## src/recorder_pkg.sv

```systemverilog
// Shared constants for the recorder command dispatch and diagnostics block
// Overview of operation
// - START press latches thumbwheels as command
// - HALT and CONTINUE presses set sticky flags
// - Run/test toggle picks operation or diagnostic processor
// - Command runs until done or halt flag
// - Run: receive, output, erase; test: six diagnostics
// - Diag status bits: ROM, serial, parallel, RAM
// - Power-up: ROM, serial, parallel, light, RAM, message
// - ROM checksum compared with word at FFFF
// - Parallel echo starts on FAF30001, ends on halt
// - Status bit 5 busy during parallel/display diagnostics
// - Seven display patterns, 3 s apart, until halt
// - Display update: initialise, then 16 message characters
// - Erase clears memory range, sync codes, memory full
// - Light test sequences lights, status byte untouched
// - Serial self-test is polled internal loopback
package recorder_pkg;
	localparam int          CLK_HZ         = 200_000_000;
	localparam int          PAT_DELAY_S    = 3;
	localparam int          PAT_DELAY_CYC  = PAT_DELAY_S * CLK_HZ;
	localparam int          LIGHT_STEP_MS  = 250;
	localparam int          LIGHT_STEP_CYC = LIGHT_STEP_MS * (CLK_HZ / 1000);
	localparam logic [15:0] ROM_SUM_ADDR   = 16'hffff;
	localparam logic [31:0] PAR_SYNC_CODE  = 32'hfaf30001;
	localparam logic [24:0] DATA_MEM_START = 25'h1000000;
	localparam logic [24:0] DATA_MEM_END   = 25'h107eefe;
	localparam logic [24:0] MEM_STEP       = 25'h0000002;
	localparam logic [4:0]  MSG_LEN        = 5'h10;
	localparam logic [2:0]  NUM_TEXTS      = 3'h7;
	localparam logic [2:0]  MSG_STATUS     = 3'h0;
	// Diagnostic and system status bit positions; self-test selects equal their bit
	localparam int          DIAG_ROM_BIT   = 0;
	localparam logic [1:0]  SELF_SERIAL    = 2'h1;
	localparam logic [1:0]  SELF_PARALLEL  = 2'h2;
	localparam logic [1:0]  SELF_RAM       = 2'h3;
	localparam int          BUSY_BIT       = 5;
	localparam int          MEMFULL_BIT    = 2;
	// Run position commands
	localparam logic [3:0]  CMD_RECEIVE    = 4'h0;
	localparam logic [3:0]  CMD_OUTPUT     = 4'h1;
	localparam logic [3:0]  CMD_ERASE      = 4'h2;
	// Test position commands
	localparam logic [3:0]  DIAG_RAM       = 4'h0;
	localparam logic [3:0]  DIAG_SERIAL    = 4'h1;
	localparam logic [3:0]  DIAG_DISPLAY   = 4'h2;
	localparam logic [3:0]  DIAG_PARALLEL  = 4'h3;
	localparam logic [3:0]  DIAG_LIGHT     = 4'h4;
	localparam logic [3:0]  DIAG_SWITCH    = 4'h5;
endpackage
```

## src/pin_sync.sv

```systemverilog
// Two-stage synchroniser for asynchronous panel pins
`timescale 1ns/1ps
module pin_sync #(
	parameter int W = 1
) (
	input  wire logic         i_clk,
	input  wire logic         i_resetn,
	input  wire logic         i_ce,
	input  wire logic [W-1:0] i_pin,
	output logic      [W-1:0] o_level
);
	logic [W-1:0] meta;

	always_ff @(posedge i_clk or negedge i_resetn) begin
		if (!i_resetn) begin
			meta    <= '0;
			o_level <= '0;
		end else if (i_ce) begin
			meta    <= i_pin;
			o_level <= meta;
		end
	end
endmodule

```

## src/recorder_command_diagnostics.sv

```systemverilog
// Command dispatch, power-up tests and manual diagnostics of the recorder
`timescale 1ns/1ps
module recorder_command_diagnostics
	import recorder_pkg::*;
#(
	parameter int          PAT_DELAY  = PAT_DELAY_CYC,
	parameter int          LIGHT_STEP = LIGHT_STEP_CYC,
	parameter int          NUM_LIGHTS = 6,
	parameter logic [15:0] ROM_TOP    = ROM_SUM_ADDR,
	parameter logic [24:0] MEM_FIRST  = DATA_MEM_START,
	parameter logic [24:0] MEM_LAST   = DATA_MEM_END
) (
	input  wire logic                  i_clk,
	input  wire logic                  i_resetn,
	input  wire logic                  i_ce,
	input  wire logic                  i_btn_start,
	input  wire logic                  i_btn_halt,
	input  wire logic                  i_btn_continue,
	input  wire logic                  i_run_test,
	input  wire logic [3:0]            i_thumbwheel,
	output logic      [15:0]           o_rom_addr,
	input  wire logic [15:0]           i_rom_data,
	output logic                       o_self_start,
	output logic      [1:0]            o_self_sel,
	input  wire logic                  i_self_done,
	input  wire logic                  i_self_fail,
	output logic                       o_ext_start,
	output logic                       o_ext_test,
	output logic      [3:0]            o_ext_cmd,
	input  wire logic                  i_ext_done,
	output logic                       o_mem_clr_wr,
	output logic      [24:0]           o_mem_addr,
	output logic                       o_sync_clear,
	input  wire logic                  i_mem_full,
	input  wire logic                  i_par_valid,
	input  wire logic [31:0]           i_par_data,
	output logic                       o_par_valid,
	output logic      [31:0]           o_par_data,
	output logic      [2:0]            o_msg_sel,
	output logic      [3:0]            o_msg_index,
	input  wire logic [7:0]            i_msg_char,
	output logic                       o_disp_init,
	output logic                       o_disp_wr,
	output logic      [7:0]            o_disp_data,
	output logic      [NUM_LIGHTS-1:0] o_lights,
	output logic                       o_halt_flag,
	output logic                       o_continue_flag,
	output logic      [7:0]            o_diag_status,
	output logic      [7:0]            o_system_status,
	output logic                       o_idle
);
	if (NUM_LIGHTS < 2 || NUM_LIGHTS > 8 || PAT_DELAY < 1 || LIGHT_STEP < 1) begin : g_chk
		$error("recorder_command_diagnostics: unsupported parameter value");
	end
	if (MEM_LAST < MEM_FIRST || MEM_FIRST[0] != MEM_LAST[0]) begin : g_chk_mem
		$error("recorder_command_diagnostics: bad erase range");
	end

	typedef enum logic [3:0] {
		S_ROM_ADDR, S_ROM_ACC, S_SELF_REQ, S_SELF_WAIT, S_LIGHT, S_MSG, S_IDLE,
		S_EXT, S_ERASE, S_ERASE_END, S_DSP_SHOW, S_DSP_WAIT, S_PAR_SYNC,
		S_PAR_ECHO, S_LIT_DIAG
	} state_t;

	state_t      state;
	logic [3:0]  pins;
	logic [3:0]  wheel;
	logic [2:0]  btn_prev;
	logic        start_press;
	logic        halt_press;
	logic        cont_press;
	logic        cmd_go;
	logic [15:0] rom_sum;
	logic [31:0] timer;
	logic [2:0]  light_idx;
	logic        disp_req;
	logic        disp_busy;
	logic        disp_done;
	logic        mem_full;
	logic        mem_full_clr;
	logic        busy;

	////////////////////////////////////////////////////////////////////////
	// Panel inputs cross in through two flops before any logic sees them
	pin_sync #(.W(8)) u_sync (
		.i_clk    (i_clk),
		.i_resetn (i_resetn),
		.i_ce     (i_ce),
		.i_pin    ({i_btn_start, i_btn_halt, i_btn_continue, i_run_test, i_thumbwheel}),
		.o_level  ({pins, wheel})
	);

	always_ff @(posedge i_clk or negedge i_resetn) begin
		if (!i_resetn) begin
			btn_prev <= 3'h0;
		end else if (i_ce) begin
			btn_prev <= pins[3:1];
		end
	end

	assign start_press = pins[3] & ~btn_prev[2];
	assign halt_press  = pins[2] & ~btn_prev[1];
	assign cont_press  = pins[1] & ~btn_prev[0];
	// New commands are only accepted between commands
	assign cmd_go      = start_press && state == S_IDLE;
	assign o_idle      = state == S_IDLE;

	////////////////////////////////////////////////////////////////////////
	// Sticky flags; a press in the clearing cycle still sets the flag
	always_ff @(posedge i_clk or negedge i_resetn) begin
		if (!i_resetn) begin
			o_halt_flag     <= 1'b0;
			o_continue_flag <= 1'b0;
			mem_full        <= 1'b0;
		end else if (i_ce) begin
			if (halt_press)
				o_halt_flag <= 1'b1;
			else if (cmd_go)
				o_halt_flag <= 1'b0;
			if (cont_press)
				o_continue_flag <= 1'b1;
			else if (cmd_go)
				o_continue_flag <= 1'b0;
			if (i_mem_full)
				mem_full <= 1'b1;
			else if (mem_full_clr)
				mem_full <= 1'b0;
		end
	end

	always_ff @(posedge i_clk or negedge i_resetn) begin
		if (!i_resetn) begin
			busy <= 1'b0;
		end else if (i_ce) begin
			busy <= state == S_PAR_SYNC || state == S_PAR_ECHO ||
				state == S_DSP_SHOW || state == S_DSP_WAIT;
		end
	end

	always_comb begin
		o_system_status              = 8'h00;
		o_system_status[BUSY_BIT]    = busy;
		o_system_status[MEMFULL_BIT] = mem_full;
	end

	////////////////////////////////////////////////////////////////////////
	// Display engine: one init strobe, then exactly 16 character writes
	always_ff @(posedge i_clk or negedge i_resetn) begin
		if (!i_resetn) begin
			disp_busy   <= 1'b0;
			disp_done   <= 1'b0;
			o_disp_init <= 1'b0;
			o_disp_wr   <= 1'b0;
			o_disp_data <= 8'h00;
			o_msg_index <= 4'h0;
		end else if (i_ce) begin
			o_disp_init <= 1'b0;
			o_disp_wr   <= 1'b0;
			disp_done   <= 1'b0;
			if (disp_req) begin
				o_disp_init <= 1'b1;
				disp_busy   <= 1'b1;
				o_msg_index <= 4'h0;
			end else if (disp_busy) begin
				o_disp_wr   <= 1'b1;
				o_disp_data <= i_msg_char;
				o_msg_index <= o_msg_index + 4'h1;
				if (o_msg_index == 4'(MSG_LEN - 5'h1)) begin
					disp_busy <= 1'b0;
					disp_done <= 1'b1;
				end
			end
		end
	end

	////////////////////////////////////////////////////////////////////////
	// Main sequencer: power-up tests, then command dispatch
	always_ff @(posedge i_clk or negedge i_resetn) begin
		if (!i_resetn) begin
			state         <= S_ROM_ADDR;
			rom_sum       <= 16'h0000;
			o_rom_addr    <= 16'h0000;
			o_diag_status <= 8'h00;
			o_self_start  <= 1'b0;
			o_self_sel    <= SELF_SERIAL;
			o_ext_start   <= 1'b0;
			o_ext_test    <= 1'b0;
			o_ext_cmd     <= 4'h0;
			o_mem_clr_wr  <= 1'b0;
			o_mem_addr    <= 25'h0;
			o_sync_clear  <= 1'b0;
			mem_full_clr  <= 1'b0;
			o_par_valid   <= 1'b0;
			o_par_data    <= 32'h0;
			o_msg_sel     <= MSG_STATUS;
			disp_req      <= 1'b0;
			timer         <= 32'h0;
			light_idx     <= 3'h0;
			o_lights      <= '0;
		end else if (i_ce) begin
			o_self_start <= 1'b0;
			o_ext_start  <= 1'b0;
			o_mem_clr_wr <= 1'b0;
			o_sync_clear <= 1'b0;
			mem_full_clr <= 1'b0;
			o_par_valid  <= 1'b0;
			disp_req     <= 1'b0;
			case (state)
			S_ROM_ADDR: begin
				state <= S_ROM_ACC;
			end
			S_ROM_ACC: begin
				if (o_rom_addr == ROM_TOP) begin
					if (i_rom_data != rom_sum)
						o_diag_status[DIAG_ROM_BIT] <= 1'b1;
					o_self_sel <= SELF_SERIAL;
					state      <= S_SELF_REQ;
				end else begin
					rom_sum    <= rom_sum + i_rom_data;
					o_rom_addr <= o_rom_addr + 16'h1;
					state      <= S_ROM_ADDR;
				end
			end
			S_SELF_REQ: begin
				// Serial engine runs a polled internal loopback
				o_self_start <= 1'b1;
				state        <= S_SELF_WAIT;
			end
			S_SELF_WAIT: begin
				if (i_self_done) begin
					if (i_self_fail)
						o_diag_status[o_self_sel] <= 1'b1;
					if (o_self_sel == SELF_SERIAL) begin
						o_self_sel <= SELF_PARALLEL;
						state      <= S_SELF_REQ;
					end else if (o_self_sel == SELF_PARALLEL) begin
						light_idx <= 3'h0;
						timer     <= 32'h0;
						o_lights  <= NUM_LIGHTS'(1);
						state     <= S_LIGHT;
					end else begin
						o_msg_sel <= MSG_STATUS;
						disp_req  <= 1'b1;
						state     <= S_MSG;
					end
				end
			end
			S_LIGHT: begin
				// Lights give no feedback, so no status bit is touched
				if (timer == 32'(LIGHT_STEP - 1)) begin
					timer     <= 32'h0;
					light_idx <= light_idx + 3'h1;
					o_lights  <= o_lights << 1;
					if (light_idx == 3'(NUM_LIGHTS - 1)) begin
						o_self_sel <= SELF_RAM;
						state      <= S_SELF_REQ;
					end
				end else begin
					timer <= timer + 32'h1;
				end
			end
			S_MSG: begin
				if (disp_done)
					state <= S_IDLE;
			end
			S_IDLE: begin
				if (cmd_go) begin
					o_ext_cmd  <= wheel;
					o_ext_test <= pins[0];
					timer      <= 32'h0;
					light_idx  <= 3'h0;
					o_mem_addr <= MEM_FIRST;
					o_msg_sel  <= 3'h1;
					// Codes follow the listed order in each position
					if (!pins[0]) begin
						case (wheel)
						CMD_RECEIVE, CMD_OUTPUT: begin
							o_ext_start <= 1'b1;
							state       <= S_EXT;
						end
						CMD_ERASE: state <= S_ERASE;
						default:   state <= S_IDLE;
						endcase
					end else begin
						case (wheel)
						DIAG_RAM, DIAG_SERIAL, DIAG_SWITCH: begin
							o_ext_start <= 1'b1;
							state       <= S_EXT;
						end
						DIAG_DISPLAY: begin
							disp_req <= 1'b1;
							state    <= S_DSP_SHOW;
						end
						DIAG_PARALLEL: state <= S_PAR_SYNC;
						DIAG_LIGHT: begin
							o_lights <= NUM_LIGHTS'(1);
							state    <= S_LIT_DIAG;
						end
						default: state <= S_IDLE;
						endcase
					end
				end
			end
			S_EXT: begin
				if (i_ext_done || o_halt_flag)
					state <= S_IDLE;
			end
			S_ERASE: begin
				// Step only after a word was written, so the first word is cleared too
				if (o_halt_flag) begin
					state <= S_IDLE;
				end else if (o_mem_clr_wr && o_mem_addr == MEM_LAST) begin
					state <= S_ERASE_END;
				end else begin
					o_mem_clr_wr <= 1'b1;
					if (o_mem_clr_wr)
						o_mem_addr <= o_mem_addr + MEM_STEP;
				end
			end
			S_ERASE_END: begin
				o_sync_clear <= 1'b1;
				mem_full_clr <= 1'b1;
				state        <= S_IDLE;
			end
			S_DSP_SHOW: begin
				if (disp_done) begin
					timer <= 32'h0;
					state <= S_DSP_WAIT;
				end
			end
			S_DSP_WAIT: begin
				if (o_halt_flag) begin
					state <= S_IDLE;
				end else if (timer == 32'(PAT_DELAY - 1)) begin
					o_msg_sel <= (o_msg_sel == NUM_TEXTS) ? 3'h1 : o_msg_sel + 3'h1;
					disp_req  <= 1'b1;
					state     <= S_DSP_SHOW;
				end else begin
					timer <= timer + 32'h1;
				end
			end
			S_PAR_SYNC: begin
				if (o_halt_flag)
					state <= S_IDLE;
				else if (i_par_valid && i_par_data == PAR_SYNC_CODE)
					state <= S_PAR_ECHO;
			end
			S_PAR_ECHO: begin
				if (o_halt_flag) begin
					state <= S_IDLE;
				end else if (i_par_valid) begin
					o_par_valid <= 1'b1;
					o_par_data  <= i_par_data;
				end
			end
			S_LIT_DIAG: begin
				if (o_halt_flag) begin
					o_lights <= '0;
					state    <= S_IDLE;
				end else if (timer == 32'(LIGHT_STEP - 1)) begin
					timer    <= 32'h0;
					// Rotate so the sequence keeps cycling until halted
					o_lights <= {o_lights[NUM_LIGHTS-2:0], o_lights[NUM_LIGHTS-1]};
				end else begin
					timer <= timer + 32'h1;
				end
			end
			default: state <= S_IDLE;
			endcase
		end
	end
endmodule

```

## config.mk

```make
export PLATFORM = sky130hd
export DESIGN_NAME = recorder_command_diagnostics
export DESIGN_NICKNAME = d
export VERILOG_FILES = /design/src/recorder_pkg.sv /design/src/pin_sync.sv /design/src/recorder_command_diagnostics.sv
export SDC_FILE = /design/constraint.sdc
export NUM_CORES = 1
export LEC_CHECK = 0
export BUFFER_PORTS_ARGS = -buffer_cell sky130_fd_sc_hd__buf_2
export CAP_MARGIN = 5
export CORE_MARGIN = 8
export CORE_UTILIZATION = 27
export DETAILED_ROUTE_END_ITERATION = 10
export PLACE_DENSITY = 0.54
export REMOVE_ABC_BUFFERS = 1
export SLEW_MARGIN = 20
export SYNTH_ARGS = -nofsm -noshare
export SYNTH_HDL_FRONTEND = slang
export SYNTH_SLANG_ARGS = --single-unit
```

## constraint.sdc

```tcl
create_clock -name i_clk -period 3.42 [get_ports i_clk]
set_input_delay 1.026 -clock i_clk [delete_from_list [all_inputs] [get_ports i_clk]]
set_output_delay 1.026 -clock i_clk [all_outputs]
set_load 0.005 [all_outputs]
```

==> results.txt <==
For the number of pins exceeding their max-slew limit in the final report, the log shows 0. TritonCTS built the clock tree. For this design the ratio of total power to cell area is 494.9 nW/µm². For this run, the post-layout net count is 1279. The DRC violation total after the first TritonRoute iteration came out at 506. In this run the cell area measured after placement is 11510 µm². The flow ran to the end, and the final reports show no timing, DRC or antenna violations. Of the post-synthesis cell area, the dominant cell type holds 47.78%.

The kind of end point of the critical path is a register. After synthesis, the cell types taking the most area are sky130_fd_sc_hd__dfrtp_1 (48%), sky130_fd_sc_hd__mux2_2 (7.2%), sky130_fd_sc_hd__nand2_1 (4.2%). The worst setup path is launched from a register. Data on the critical path arrives at its endpoint at 3.33 ns. Summing the sequential cell areas from Yosys gives 48.04% of the chip area.

The most used flip-flop cell after synthesis was sky130_fd_sc_hd__dfrtp_1. For flop-to-flop paths, the worst setup slack is 0.41 ns. Before antenna repair, the detailed router went through 6 iterations. The clock net in this run drives a total of 192 sinks. Detailed routing inserted a total of 7937 vias.

The count of nets left with antenna violations once routing finished came out at 0. The final core utilization was 33.11%; the count of buffer and inverter cells on the critical path was 0. The synthesized netlist contains 71 unique library cells.

Hold buffer count at cts: 0. The slowest cell on the critical path was sky130_fd_sc_hd__a221oi_2. Clock-pin slew was measured on the worst setup and hold paths at 0.09 ns. The fraction of layout cells with a size suffix above 1 is 26.70%, and the starting utilization of the core area is 27.39%. Static timing analysis puts the maximum clock frequency at 331.8 MHz.

The run gives 993 as the synthesized instance count. The H-tree generated during clock tree synthesis spans 4 levels. Global routing consumed, over all layers together, 12.80% of the routing resources. The tools report the post-route non-filler standard cell count as 1660. Buffers placed on the I/O ports in this run total 187. Measured against its own limit, the worst slew margin works out to 34.00%.

The clock passes through at most 2 buffers. The total count of hold-check failures in the final report came out at 0. For the number of primary I/O pins, the log shows 199. The mean routed wirelength per cell was 16.78 µm. Summed over all nets, the half-perimeter wirelength after detailed placement is 20890 µm. The floorplan step defined a die boundary enclosing 43460 µm².

Data on the critical path is required at its endpoint by 3.74 ns. The vertical die dimension was 208.5 µm; the layout overhead on the synthesized area was 20.89%. For the number of failing setup endpoints in the final timing report, the log shows 0. Among cell families on the critical path, the largest total delay comes from simple AND/OR/NAND/NOR gates. Post-synthesis sequential element count: 192. The worst setup timing slack at the placement stage is 0.2158 ns, and the clock latency at the later pin of the worst-skew pair is 0.44 ns.

The placeable core region came out at 36520 µm². The largest single stage delay on the critical path is 0.61 ns. The tools report the worst IR drop on VDD as 350.4 µV. The total wire length came out at 27850 µm. Entering global routing, the biggest net connects 75 pins.

The total grt overflow came out at 0. The worst path uses 88.13% of the clock period. The logs give 8168 for the via count of the first global-routing pass and 1628 for the cell count after placement. In this run the horizontal extent of the chip is 208.5 µm. Leakage power: 5.763 nW.

For the slack of the critical path, the log shows 0.4059 ns. After detailed routing, the number of vias per cell comes to 4.781. Setup repair after global routing left no endpoint under its margin.

Among all cell types in the netlist, the one instantiated most often is sky130_fd_sc_hd__dfrtp_1. For the post-route standard cell area excluding fillers, the log shows 12090 µm². The type of the worst setup path was register to register. The most area-hungry cell type in the Yosys netlist is sky130_fd_sc_hd__dfrtp_1.

The first global-routing pass estimated 45260 µm of wire. The tools report the weighted congestion reported at the end of routability-driven placement as 0.8249. Kind of path behind the tightest hold check: register to register.

For the mapped cell area, the log shows 10000 µm². The average cell area after synthesis is 10.07 µm². Along the worst path, the maximum fanout reaches 6. The logs give 17 for the TritonCTS buffer count and 0 for the number of max-cap violations. The run gives 0.01478 ns as the final setup skew. The synthesized design contains 0 enable-type register cells.

The smallest clock period supported by the final layout is computed as 3.014 ns. The worst-margin pin slew is 0.9900 ns. In the synthesized netlist the async set-or-reset flop fraction comes to 100.0%.

CTS placed an instance of sky130_fd_sc_hd__clkbuf_16 at the clock tree root. The signal on the critical path passes through or4_1 > nor3_1 > nand4_1 > a221oi_2 > o21ai_2 > nor2_4 > mux2_4. After synthesis, the most frequently instantiated cells are sky130_fd_sc_hd__dfrtp_1 (191), sky130_fd_sc_hd__nand2_1 (111), sky130_fd_sc_hd__nor2_1 (77).

The logs give 0 for the buffers inserted during post-CTS setup optimization and 0 for the number of synthesis warnings. The number of antenna violations at the first check in global routing is 4. The logs give 0 ns for the final setup TNS and 0 for the post-cts sizing count.

After detailed routing, the number of remaining DRC violations is 0. The initialized floorplan defines 70 standard-cell rows.
==> placed cells by master (no fill, tap or decap), drive strengths merged, types with 8 or more instances in the layout <==
cell,instances
xor2,35
nor4b,9
nand2,112
nor4,13
nand3,40
mux2,65
ha,27
conb,11
mux2i,8
inv,38
nor3,21
clkbuf,18
and3,23
nor2,78
buf,207
and2,8
xnor2,40
dfrtp,191
o21ai,53
a21o,9
nand2b,12
nor2b,12
a21oi,25
and4,11
nand4,31
==> kinds of logic after synthesis <==
family                     Yosys count  share of synthesized area, %
adders and majority gates           28                         3.577
AOI/OAI and AO/OA                  142                         9.043
buffers and inverters               84                         3.752
DFF                                192                         48.04
other                                1                       0.03749
muxes                               73                         8.155
and+or+nand+nor                    398                         20.83
xor gates and xnor gates            75                         6.567
==> final timing paths <==
kind,startpoint,to,cells past startpoint
worst max-delay path,timer[29],o_lights[0],7
worst min-delay path,btn_prev[1],o_halt_flag,1
worst max register to register,timer[29],o_lights[0],7
worst min register to register,btn_prev[1],o_halt_flag,1
max in group asynchronous,i_resetn,o_rom_addr[11],2
min in group asynchronous,i_resetn,o_disp_data[7],1
==> routing by layer <==
metal / GRT usage, % / wire (µm) / part of all wire (%) / vias up
met3: 4.524 / 1990 / 7.1 / 25
met4: 3.059 / 295 / 1.1 / 6
met1: 16.93 / 13040 / 47 / 3843
met5: 0 / 35 / 0.13 / -
met2: 19.77 / 12490 / 45 / 199
li1: - / - / - / 3864
==> power by group <==
part           leakage [nW]  internal (W)  switching [W]  total, W
sequential             2.50       0.00248       0.000201   0.00268
combinational          2.98      0.000596       0.000706   0.00130
clock                 0.277       0.00103       0.000973   0.00200
==> registers in the layout (all words and copies together) (netlist names), 6 cells and up <==
register	flops
o_par_data	32
timer	32
o_mem_addr	24
o_rom_addr	16
rom_sum	16
o_disp_data	8
u_sync.meta	8
u_sync.o_level	8
o_lights	6
==> final cells by class <==
class	instances	area, µm²
diodes	1	2.502
clock buffers	17	425.4
clock inverters	14	150.1
fillers	3754	24430
inverters	33	123.9
multi-input cells	727	4860
flip-flops and latches	192	4806
well taps	468	585.6
repair buffers	208	1140
==> through the flow <==
| step | hold slack, ns | total power (W) |
|---|---|---|
| after floorplan | 0.4233 | 0.003563 |
| after global placement | 0.4311 | 0.004021 |
| final | 0.4426 | 0.005985 |
| after detailed placement | 0.4390 | 0.004039 |
| after global routing | 0.4800 | 0.006375 |
| after CTS | 0.4500 | 0.006084 |
Note: power is estimated with default switching activity, not from simulation.
